**config.mk**
```make
export PLATFORM = sky130hd
export DESIGN_NAME = adc_selection_and_sleep_control
export DESIGN_NICKNAME = d
export VERILOG_FILES = /design/src/hdl/adc_ctl_pkg.sv /design/src/hdl/adc_selection_and_sleep_control.sv /design/src/hdl/input_sync.sv
export VERILOG_INCLUDE_DIRS = /design/src /design/src/hdl
export SDC_FILE = /design/constraint.sdc
export NUM_CORES = 1
export LEC_CHECK = 0
export ABC_AREA = 1
export BUFFER_PORTS_ARGS = -buffer_cell sky130_fd_sc_hd__buf_2
export CAP_MARGIN = 20
export CORE_AREA = 2 2 102 104
export CTS_CLUSTER_SIZE = 24
export DETAILED_ROUTE_END_ITERATION = 16
export DIE_AREA = 0 0 104 106
export PLACE_DENSITY = 0.76
export SKIP_LAST_GASP = 1
export SYNTH_ARGS = -nofsm -noshare
export SYNTH_HDL_FRONTEND = slang
export SYNTH_HIERARCHICAL = 1
export SYNTH_SLANG_ARGS = --single-unit
export TNS_END_PERCENT = 100
```
**constraint.sdc**
```tcl
create_clock -name pclk -period 2.3 [get_ports pclk]
set_input_delay 0.23 -clock pclk [delete_from_list [all_inputs] [get_ports pclk]]
set_output_delay 0.23 -clock pclk [all_outputs]
set_load 0.05 [all_outputs]
```
**src/hdl/adc_ctl_cfg.svh**
```systemverilog
// register offsets, field positions, reset values and conversion timing counts
`ifndef ADC_CTL_CFG_SVH
`define ADC_CTL_CFG_SVH

// ****************************************************************
// register offsets (byte addresses)
// ****************************************************************
`define OFS_SELECT 12'h000
`define OFS_CONTROL 12'h004
`define OFS_RESULT 12'h008
`define OFS_TRIGGER 12'h00C
`define OFS_APPLIED 12'h010

// ****************************************************************
// field positions
// ****************************************************************
`define SEL_REF_HI 7
`define SEL_REF_LO 6
`define SEL_LEFT 5
`define SEL_CH_HI 3
`define CTL_ENABLE 7
`define CTL_START 6
`define CTL_AUTO 5
`define CTL_DONE 4
`define CTL_IE 3
`define CTL_PS_HI 2
`define APPLIED_BUSY 8

// ****************************************************************
// reset values
// ****************************************************************
`define CHANNEL_RESET 4'h0
`define REFERENCE_RESET 2'h0
`define PRESCALE_RESET 3'h0
`define TRIGSEL_RESET 3'h0
`define RESULT_RESET 10'h000

// ****************************************************************
// timing in converter clock cycles
// ****************************************************************
`define NORMAL_SAMPLE 5'd1
`define NORMAL_LAST 5'd12
`define FIRST_SAMPLE 5'd13
`define FIRST_LAST 5'd24
`define SAR_DECISIONS 5'd10
`define SAR_FIRST_TRIAL 10'h200

`endif

```
**src/hdl/adc_ctl_pkg.sv**
```systemverilog
// types shared by the converter control design
package adc_ctl_pkg;

  // processor sleep state as reported by the core
  typedef enum logic [2:0] {
    SLEEP_IDLE,
    SLEEP_NOISE_REDUCTION,
    SLEEP_POWER_DOWN,
    SLEEP_POWER_SAVE,
    SLEEP_STANDBY
  } sleep_mode_t;

  // conversion sequencer
  typedef enum logic [1:0] {
    ST_IDLE,
    ST_ARMED,
    ST_CONVERT
  } conv_state_t;

endpackage

```
**src/hdl/adc_selection_and_sleep_control.sv**
```systemverilog
// converter control: selection buffering, conversion sequencing and sleep start
//
// Contract
// - selection written by software lives in a readable temporary register.
// - while idle, temporary selection is copied to the applied selection every cycle.
// - a starting conversion freezes the applied selection.
// - copying resumes in the last converter cycle before the done flag.
// - a software start begins at the next converter clock tick.
// - free-running change after completion applies from the conversion after next.
// - halted core in idle or noise-reduction sleep starts a prepared conversion.
// - conversion-complete request wakes the core when nothing else did.
// - request is still raised if another interrupt woke the core first.
// - other sleep modes leave the converter enabled.
// - input at or above reference yields the full-scale code.
// - start bit reads one during a conversion, cleared by hardware at completion.
// - auto trigger edge resets the prescaler and starts a conversion.
// - completion writes the result and sets the done flag.
//
// Design decisions made here: the register offsets and the APB interface to the registers.
`include "adc_ctl_cfg.svh"

module adc_selection_and_sleep_control #(
  parameter int TRIG_WIDTH = 8
) (
  // clock and reset
  input wire logic pclk,
  input wire logic presetn,
  // apb slave
  input wire logic [11:0] paddr,
  input wire logic psel,
  input wire logic penable,
  input wire logic pwrite,
  input wire logic [31:0] pwdata,
  output logic pready,
  output logic [31:0] prdata,
  output logic pslverr,
  // processor core
  input wire adc_ctl_pkg::sleep_mode_t sleep_mode,
  input wire logic cpu_halted,
  input wire logic irq_ack,
  output logic irq_conversion_done,
  // trigger sources, same clock
  input wire logic [TRIG_WIDTH-1:0] trigger_sources,
  // analog front end
  input wire logic comparator_in,
  output logic [3:0] channel_applied,
  output logic [1:0] reference_applied,
  output logic converter_powered,
  output logic sample_hold,
  output logic [9:0] dac_code,
  output logic conversion_active
);
  import adc_ctl_pkg::*;

  // ****************************************************************
  // state
  // ****************************************************************
  logic [3:0] channel_select_reg;
  logic [1:0] reference_select_reg;
  logic left_adjust_reg;
  logic converter_enable_reg;
  logic auto_trigger_enable_reg;
  logic irq_enable_reg;
  logic [2:0] prescale_reg;
  logic [2:0] trigger_select_reg;
  logic conversion_done_flag_reg;
  logic first_pending_reg;
  logic first_conv_reg;
  logic lock_reg;
  logic [6:0] prescale_cnt_reg;
  logic [4:0] cycle_reg;
  logic [9:0] result_reg;
  logic trig_prev_reg;
  logic halted_prev_reg;
  conv_state_t state_reg;
  logic comparator_sync;

  // ****************************************************************
  // helpers
  // ****************************************************************
  // last prescaler count for a division setting; settings 0 and 1 both divide by two
  function automatic logic [6:0] div_last(input logic [2:0] ps);
    div_last = (ps == 3'h0) ? 7'h01 : 7'((8'h01 << ps) - 8'h01);
  endfunction

  // one successive-approximation step on bit k
  function automatic logic [9:0] sar_step(input logic [9:0] code, input logic [4:0] k,
                                          input logic keep);
    logic [9:0] mask;
    mask = 10'h001 << k;
    sar_step = keep ? code : (code & ~mask);
    if (k != 5'd0)
      sar_step = sar_step | (mask >> 1);
  endfunction

  // ****************************************************************
  // bus decode
  // ****************************************************************
  logic wr;
  logic setup;
  logic wr_sel;
  logic wr_ctl;
  logic start_req;
  logic done_clear;
  logic mapped;

  assign wr = psel && penable && pwrite;
  assign setup = psel && !penable;
  assign wr_sel = wr && (paddr == `OFS_SELECT);
  assign wr_ctl = wr && (paddr == `OFS_CONTROL);
  assign start_req = wr_ctl && pwdata[`CTL_START];
  assign done_clear = (wr_ctl && pwdata[`CTL_DONE]) || irq_ack;
  assign mapped = (paddr == `OFS_SELECT) || (paddr == `OFS_CONTROL) ||
                  (paddr == `OFS_RESULT) || (paddr == `OFS_TRIGGER) ||
                  (paddr == `OFS_APPLIED);
  assign pready = psel && penable;

  input_sync #(.WIDTH(1)) u_cmp_sync (
    .pclk(pclk),
    .presetn(presetn),
    .async_in(comparator_in),
    .sync_out(comparator_sync)
  );

  // ****************************************************************
  // timing and start conditions
  // ****************************************************************
  logic tick;
  logic trig_src;
  logic trig_start;
  logic sleep_start;
  logic free_running;
  logic [4:0] sample_cyc;
  logic [4:0] last_cyc;
  logic complete;

  assign tick = converter_enable_reg && (prescale_cnt_reg == div_last(prescale_reg));
  assign trig_src = (trigger_select_reg == 3'h0) ? conversion_done_flag_reg :
                    trigger_sources[trigger_select_reg];
  // edges during a conversion are ignored
  assign trig_start = converter_enable_reg && auto_trigger_enable_reg && trig_src &&
                      !trig_prev_reg && (state_reg == ST_IDLE);
  assign sleep_start = converter_enable_reg && !auto_trigger_enable_reg && irq_enable_reg &&
                       (state_reg == ST_IDLE) && cpu_halted && !halted_prev_reg &&
                       ((sleep_mode == SLEEP_IDLE) ||
                        (sleep_mode == SLEEP_NOISE_REDUCTION));
  assign free_running = auto_trigger_enable_reg && (trigger_select_reg == 3'h0);
  assign sample_cyc = first_conv_reg ? `FIRST_SAMPLE : `NORMAL_SAMPLE;
  assign last_cyc = first_conv_reg ? `FIRST_LAST : `NORMAL_LAST;
  assign complete = tick && (state_reg == ST_CONVERT) && (cycle_reg == last_cyc);

  // ****************************************************************
  // software registers
  // ****************************************************************
  always_ff @(posedge pclk or negedge presetn)
  begin
    if (!presetn)
    begin
      channel_select_reg <= `CHANNEL_RESET;
      reference_select_reg <= `REFERENCE_RESET;
      left_adjust_reg <= 1'b0;
    end
    else if (wr_sel)
    begin
      channel_select_reg <= pwdata[`SEL_CH_HI:0];
      reference_select_reg <= pwdata[`SEL_REF_HI:`SEL_REF_LO];
      left_adjust_reg <= pwdata[`SEL_LEFT];
    end
  end

  // sleep never touches the enable; only software clears it
  always_ff @(posedge pclk or negedge presetn)
  begin
    if (!presetn)
    begin
      converter_enable_reg <= 1'b0;
      auto_trigger_enable_reg <= 1'b0;
      irq_enable_reg <= 1'b0;
      prescale_reg <= `PRESCALE_RESET;
      trigger_select_reg <= `TRIGSEL_RESET;
    end
    else
    begin
      if (wr_ctl)
      begin
        converter_enable_reg <= pwdata[`CTL_ENABLE];
        auto_trigger_enable_reg <= pwdata[`CTL_AUTO];
        irq_enable_reg <= pwdata[`CTL_IE];
        prescale_reg <= pwdata[`CTL_PS_HI:0];
      end
      if (wr && (paddr == `OFS_TRIGGER))
        trigger_select_reg <= pwdata[2:0];
    end
  end

  // done flag: a completion in the clearing cycle wins
  always_ff @(posedge pclk or negedge presetn)
  begin
    if (!presetn)
      conversion_done_flag_reg <= 1'b0;
    else if (complete)
      conversion_done_flag_reg <= 1'b1;
    else if (done_clear)
      conversion_done_flag_reg <= 1'b0;
  end

  // ****************************************************************
  // applied selection
  // ****************************************************************
  always_ff @(posedge pclk or negedge presetn)
  begin
    if (!presetn)
    begin
      channel_applied <= `CHANNEL_RESET;
      reference_applied <= `REFERENCE_RESET;
    end
    else if (!lock_reg)
    begin
      channel_applied <= channel_select_reg;
      reference_applied <= reference_select_reg;
    end
  end

  // ****************************************************************
  // prescaler and edge history
  // ****************************************************************
  always_ff @(posedge pclk or negedge presetn)
  begin
    if (!presetn)
      prescale_cnt_reg <= 7'h00;
    else if (!converter_enable_reg || trig_start || tick)
      prescale_cnt_reg <= 7'h00;
    else
      prescale_cnt_reg <= prescale_cnt_reg + 7'h01;
  end

  always_ff @(posedge pclk or negedge presetn)
  begin
    if (!presetn)
    begin
      trig_prev_reg <= 1'b0;
      halted_prev_reg <= 1'b0;
    end
    else
    begin
      trig_prev_reg <= trig_src;
      halted_prev_reg <= cpu_halted;
    end
  end

  // ****************************************************************
  // conversion sequencer
  // ****************************************************************
  // clearing the enable aborts any conversion in flight
  always_ff @(posedge pclk or negedge presetn)
  begin
    if (!presetn)
    begin
      state_reg <= ST_IDLE;
      cycle_reg <= 5'd0;
      lock_reg <= 1'b0;
      first_conv_reg <= 1'b0;
      first_pending_reg <= 1'b0;
    end
    else if (!converter_enable_reg)
    begin
      // a start written together with the enable arms the first, long conversion
      state_reg <= (start_req && pwdata[`CTL_ENABLE]) ? ST_ARMED : ST_IDLE;
      lock_reg <= 1'b0;
      first_pending_reg <= 1'b1;
    end
    else
    begin
      case (state_reg)
        ST_IDLE:
        begin
          if (start_req || sleep_start || trig_start)
            state_reg <= ST_ARMED;
        end
        ST_ARMED:
        begin
          if (tick)
          begin
            state_reg <= ST_CONVERT;
            cycle_reg <= 5'd0;
            lock_reg <= 1'b1;
            first_conv_reg <= first_pending_reg;
            first_pending_reg <= 1'b0;
          end
        end
        ST_CONVERT:
        begin
          if (tick)
          begin
            if (cycle_reg == last_cyc)
            begin
              cycle_reg <= 5'd0;
              first_conv_reg <= 1'b0;
              // restart at once; applied copy taken in the final cycle is used
              if (free_running)
                lock_reg <= 1'b1;
              else
                state_reg <= ST_IDLE;
            end
            else
            begin
              cycle_reg <= cycle_reg + 5'd1;
              if (cycle_reg == last_cyc - 5'd1)
                lock_reg <= 1'b0;
            end
          end
        end
        default:
        begin
          state_reg <= ST_IDLE;
        end
      endcase
    end
  end

  // ****************************************************************
  // successive approximation
  // ****************************************************************
  // comparator high means input at or above the trial level, so a full-scale input keeps all ones
  always_ff @(posedge pclk or negedge presetn)
  begin
    if (!presetn)
    begin
      dac_code <= 10'h000;
      result_reg <= `RESULT_RESET;
      sample_hold <= 1'b0;
    end
    else
    begin
      sample_hold <= 1'b0;
      if (tick && (state_reg == ST_CONVERT))
      begin
        if (cycle_reg == sample_cyc)
        begin
          dac_code <= `SAR_FIRST_TRIAL;
          sample_hold <= 1'b1;
        end
        else if ((cycle_reg > sample_cyc) && (cycle_reg <= sample_cyc + `SAR_DECISIONS))
          dac_code <= sar_step(dac_code, sample_cyc + `SAR_DECISIONS - cycle_reg,
                               comparator_sync);
        if (complete)
          result_reg <= dac_code;
      end
    end
  end

  // ****************************************************************
  // read path
  // ****************************************************************
  always_ff @(posedge pclk or negedge presetn)
  begin
    if (!presetn)
    begin
      prdata <= 32'h0000_0000;
      pslverr <= 1'b0;
    end
    else if (setup)
    begin
      pslverr <= !mapped;
      case (paddr)
        `OFS_SELECT:
          prdata <= {24'h000000, reference_select_reg, left_adjust_reg, 1'b0,
                     channel_select_reg};
        `OFS_CONTROL:
          prdata <= {24'h000000, converter_enable_reg, state_reg != ST_IDLE,
                     auto_trigger_enable_reg, conversion_done_flag_reg, irq_enable_reg,
                     prescale_reg};
        `OFS_RESULT:
          prdata <= left_adjust_reg ? {16'h0000, result_reg, 6'h00} :
                                      {22'h000000, result_reg};
        `OFS_TRIGGER:
          prdata <= {29'h00000000, trigger_select_reg};
        `OFS_APPLIED:
          prdata <= {23'h000000, lock_reg, reference_applied, 2'h0, channel_applied};
        default:
          prdata <= 32'h0000_0000;
      endcase
    end
  end

  // ****************************************************************
  // outputs
  // ****************************************************************
  // request stands until acknowledged, whatever woke the core
  assign irq_conversion_done = conversion_done_flag_reg && irq_enable_reg;
  assign converter_powered = converter_enable_reg;
  assign conversion_active = (state_reg == ST_CONVERT);

endmodule // adc_selection_and_sleep_control

```
**src/hdl/input_sync.sv**
```systemverilog
// three-stage synchroniser with agreement filter for asynchronous inputs
module input_sync #(
  parameter int WIDTH = 1
) (
  // clock and reset
  input wire logic pclk,
  input wire logic presetn,
  // signals
  input wire logic [WIDTH-1:0] async_in,
  output logic [WIDTH-1:0] sync_out
);

  logic [WIDTH-1:0] stage1_reg;
  logic [WIDTH-1:0] stage2_reg;
  logic [WIDTH-1:0] stage3_reg;

  // stage one feeds stage two only, to keep metastability contained
  always_ff @(posedge pclk or negedge presetn)
  begin
    if (!presetn)
    begin
      stage1_reg <= '0;
      stage2_reg <= '0;
      stage3_reg <= '0;
    end
    else
    begin
      stage1_reg <= async_in;
      stage2_reg <= stage1_reg;
      stage3_reg <= stage2_reg;
    end
  end

  // a bit changes only once stages two and three agree
  always_ff @(posedge pclk or negedge presetn)
  begin
    if (!presetn)
      sync_out <= '0;
    else
    begin
      for (int i = 0; i < WIDTH; i++)
      begin
        if (stage2_reg[i] == stage3_reg[i])
          sync_out[i] <= stage2_reg[i];
      end
    end
  end

endmodule // input_sync

```
Word-level counts from Yosys, hierarchy flattened
Cells that the tools add are included.
- $add $sub $neg: 6
- multipliers: 0
- divide/modulo/power cells: 0
- magnitude comparators: 3
- equality and inequality tests: 25
- shift-type cells: 2
- muxes and demuxes: 43
- bitwise operators: 3
- reductions and logical operators: 58
- operators by type and width (operator ; count):
    case mux 16 bit (5 select lines) ; 1
    two-way mux 10 bit ; 4
    logical AND 1 bit ; 25
    == test 12 x 4 -> 1 bit (second input constant) ; 2
    two-way mux 5 bit ; 4
    two-way mux 1 bit ; 19
    two-way mux 16 bit ; 1
    AND reduction 5 bit ; 3
    two-way mux 7 bit ; 2
    == test 12 x 3 -> 1 bit (second input constant) ; 1
    == test 12 x 5 -> 1 bit (second input constant) ; 1
    logical NOT 12 bit ; 1
    two-way mux 2 bit ; 6
    != test 3 x 2 -> 1 bit (second input constant) ; 4
    AND 10 bit ; 1
    == test 5 bit ; 2
    logical OR 1 bit ; 10
    inverter 10 bit ; 1
    bitwise OR 10 x 9 -> 10 bit ; 1
    case mux 5 bit (2 select lines) ; 1
    left shift 1 x 5 -> 10 bit (first input constant) ; 1
    logical NOT 3 bit ; 3
    != test 2 x 1 -> 1 bit (second input constant) ; 4
    nonzero test 2 bit ; 4
    29 further kinds ; 38
- register bits after elaboration: 100
- bits in latches: 0
- memory bits (writable): 0
- ROM bits: 0
- bits of input ports: 63
- logic and storage cells: 168
- memories: 0

Longest topological paths before layout
- depth in word-level cells: 12
- mapped depth: 13
- depth with buffers taken out: 11

By module
Netlist, hierarchy kept.
- by module, submodules not included (module ; instances ; cells an instance ; area each (µm²)):
    adc_selection_and_sleep_control ; 1 ; 620 ; 4673.2
    input_sync ; 1 ; 8 ; 116.4

Least setup slack after synthesis
OpenSTA, ideal clock, no wires.
- path type: reg2reg
- start point: reg first_conv_reg
- end point: reg dac_code[4]
- setup time: 120 ps
- arrival time: 2037 ps
- data required time: 2180 ps
- path slack: 143 ps
- cell stages (with the launch flop): 12
- period minus slack after synthesis: 2157 ps
- path through: dfrtp_1 -> inv_1 -> ha_1 -> inv_1 -> fa_1 -> xnor2_1 -> and2_1 -> nand2_1 -> o21ai_0 -> nand2_1 -> nand2_1 -> o21ai_2
- longest elaborated chain between the ends: 11
- elaborated cells between the ends (all ways): 18
- RTL lines (element ; RTL line ; source):
    start: declaration ; adc_selection_and_sleep_control.sv:68 ; logic first_conv_reg;
    start signal: assignment ; adc_selection_and_sleep_control.sv:287 ; first_conv_reg <= first_pending_reg;
    two-way mux 4 bit (no source line) * ; n/a ;
    adder 4 x 4 -> 5 bit (no source line) ; n/a ;
    subtractor 5 bit ; adc_selection_and_sleep_control.sv:344 ; dac_code <= sar_step(dac_code, sample_cyc + `SAR_DECISIONS - cycle_reg,
    left shift 1 x 5 -> 10 bit ; adc_selection_and_sleep_control.sv:90 ; mask = 10'h001 << k;
    inverter 10 bit ; adc_selection_and_sleep_control.sv:91 ; sar_step = keep ? code : (code & ~mask);
    AND 10 bit ; adc_selection_and_sleep_control.sv:91 ;
    two-way mux 10 bit ; adc_selection_and_sleep_control.sv:91 ;
    bitwise OR 10 x 9 -> 10 bit ; adc_selection_and_sleep_control.sv:93 ; sar_step = sar_step | (mask >> 1);
    two-way mux 10 bit ; adc_selection_and_sleep_control.sv:92 ; if (k != 5'd0)
    two-way mux 10 bit ; adc_selection_and_sleep_control.sv:343 ; else if ((cycle_reg > sample_cyc) && (cycle_reg <= sample_cyc + `SAR_DECISIONS))
    two-way mux 10 bit ; adc_selection_and_sleep_control.sv:338 ; if (cycle_reg == sample_cyc)
    end signal: assignment ; adc_selection_and_sleep_control.sv:340 ; dac_code <= `SAR_FIRST_TRIAL;
    end signal: assignment ; adc_selection_and_sleep_control.sv:344 ;
    end: declaration ; adc_selection_and_sleep_control.sv:50 ; output logic [9:0] dac_code,
Every way passes the cells marked *; elsewhere a longest branch is shown, timed or not. The select of a mux whose other input is x is not followed.
A chain may end at the register's enable or synchronous reset.

Worst setup path after layout
- start point: reg first_conv_reg
- end point: reg dac_code[1]
Same word-level chain as after synthesis.

==> reports/results.ini <==
[status]
outcome=complete, no violations

[cts]
cts_buffers=9
post-cts-setup-buffer-count=0
cts.clk_slew.worst_paths_ns=0.09
cts_buffer_depth=2
tritoncts=done
htree_levels=3
clk_latency_ns=0.37
cts_root_buf=clkbuf_8
cts_sinks=84

[logic_synthesis]
synth_top_family_by_area=simple AND/OR/NAND/NOR gates
syn-mean-instance-area_sq_um=7.627
synth_fa_ha_area_share_pct=4.075
netlist_instances=628
yosys_warnings=6
netlist_top_cells_count=163 x nand2_1, 86 x inv_1, 84 x dfrtp_1, 52 x o21ai_0, 49 x nor2_1
synth-seq-cells=84
synth_flop_cell=dfrtp_1
synth_top_area_cell=dfrtp_1
synth.cell_area_sq_mm=0.004790
synth_compound_area_share_pct=12.33
synth_cell_type_count=39
yosysTopAreaCellShare_pct=43.89
synth-edff-count=0
yosys.area_share.xor_xnor_pct=1.097
synthMostInstantiatedCell=nand2_1
synth_seq_area_share_pct=43.89
synth.area.top_cells=dfrtp_1 44%, nand2_1 13%, inv_1 6.7%, o21ai_0 5.4%, nand3_1 5.0%
synthArstFlopShare_pct=100.0
muxShareOfSynthArea_pct=0
yosys.area_share.simple_pct=27.46

[power]
totalPowerFinal_mw=2.988
power_density_mw_per_mm2=538.0
ir_drop_v=0.0002675
total_leakage_power_nw=2.881

[detailed_routing]
num_vias=4377
ant_nets=0
drt_iter0_drc=320
met1Wirelength_um=4935
wl_met3_um=570
via_per_inst=5.162
dr.pass1.iters=5
top_layer=met4
wl_met2_um=5620
drt-wirelength-per-cell_um=13.44
drc=0
wirelength_um=11390

[finish]
drive_gt1_share_pct=17.42
post-route-cell-area_sq_mm=0.005554
largest_reg_flops=16
final_nets=785
antennaDiodeCount=0
fin_util_pct=55.54
syn_to_final_growth_pct=15.96

[floorplanning]
core_area_sq_mm=0.01000
initial_core_util_pct=47.90
die_x_um=104
die_area_sq_mm=0.01102
ios=117
rows=37
die_height_um=106

[setup_path]
path_max_fanout=6
required_ns=2.56
criticalPathCategory=reg -> reg
critical_path.startpoint_type=flip-flop
end_kind=flip-flop
cp.arrival_ns=2.40

[grt]
groute.usage.overall_pct=21.50
antenna_found_initial=0
grt_overflow=0
grt_start_max_net_pins=63
grt_pass1_vias=4130
grt_pass1_wl_um=19120

[place]
gp_congestion=0.8924
placed_cell_area_sq_mm=0.005274
port_buffers=74
place_hpwl_um=8601

[sta]
finalCriticalPeriod_ns=2.143
slew_viol_final=0
fmax_ghz=0.4666
hold_ws_ns=0.04764
setup_tns_ns=0
setup_viol=0
skew_ns=0.006436
final-hold-violation-count=0
post-route-period-util_pct=93.17
rsz0062_at_grt=false

[flow_run]
drv_cap=0

[hold_path]
hold_class=in -> reg

per-stage QoR:
step	instances	worst slack, ns
3_5_place_dp	829	0.09765
2_1_floorplan	643	0.1431
5_1_grt	848	0.004489
3_3_place_gp	829	0.1724
4_1_cts	848	0.08277
6_report	848	0.1570
worst paths after layout:
path                                                       from                                    to  slack (ns)  cells after the start
worst min register to register  u_cmp_sync/stage1_reg$_DFF_PN0_       u_cmp_sync/stage2_reg$_DFF_PN0_        0.35                      0
min in group asynchronous                               presetn         prescale_cnt_reg[1]$_DFF_PN0_        0.29                      2
max in group asynchronous                               presetn               dac_code[3]$_DFFE_PN0P_        1.39                      3
worst max-delay path                 first_conv_reg$_DFFE_PN0P_               dac_code[1]$_DFFE_PN0P_        0.16                     11
worst max register to register       first_conv_reg$_DFFE_PN0P_               dac_code[1]$_DFFE_PN0P_        0.16                     11
worst min-delay path                                    irq_ack  conversion_done_flag_reg$_DFFE_PN0P_        0.05                      2
per-layer routing:
layer	global-route usage, %	vias up
li1	-	2150
met1	27.15	2045
met2	36.89	160
met3	2.759	22
met4	10.04	0
met5	0	-
cell usage in the layout, fill, tap and decap left out, drive strengths merged:
master / instances
fa: 1
a211oi: 1
xnor2: 1
o211ai: 1
o32ai: 1
bufinv: 3
ha: 14
conb: 16
buf: 82
nor3b: 1
o22ai: 8
o21bai: 3
a31oi: 1
inv: 88
dfrtp: 84
and3b: 1
clkbuf: 10
a21oi: 9
o21ai: 75
xor2: 5
dlygate4sd3: 3
nand3: 50
nor4: 1
nand4: 13
nor2: 55
nand3b: 2
o31ai: 4
nor3: 9
nand2: 166
and2: 1
clkinvlp: 3
power breakdown:
part           switching, mW  internal [mW]  leakage [nW]  total (mW)
logic                  0.157         0.0479          1.64       0.205
registers             0.0102           1.49          1.14        1.50
clock network          0.564          0.721         0.109        1.29
critical path, stage by stage (launching register included):
cell and delay, ns:
dfrtp_1 0.40, inv_2 0.12, ha_1 0.16, inv_1 0.06, fa_1 0.41, xnor2_2 0.19, buf_4 0.17, nand3_1 0.08
o21ai_0 0.17, o21ai_0 0.12, nand2_1 0.10, o21ai_2 0.06
cells by family after synthesis:
group           Yosys count
compound gates          103
xor+xnor                  6
fa+ha+maj                15
buf+inv                 120
flops                    84
other cells               1
simple gates            299
timing repair:
action | CTS | global route
hold endpoints to repair | 24 | 0
hold buffers | 3 | 0
gates resized for setup | 0 | 3
endpoints found under the setup margin | 0 | 10
layout make-up:
cell class / instances / area (sq um)
Fill cell: 959 / 4446
Multi-Input combinational cell: 439 / 2223
Sequential cell: 84 / 2102
Timing Repair Buffer: 85 / 488.0
Inverter: 88 / 330.3
Tap cell: 136 / 170.2
Clock buffer: 10 / 127.6
Clock inverter: 6 / 112.6
Note: power is estimated with default switching activity, not from simulation.
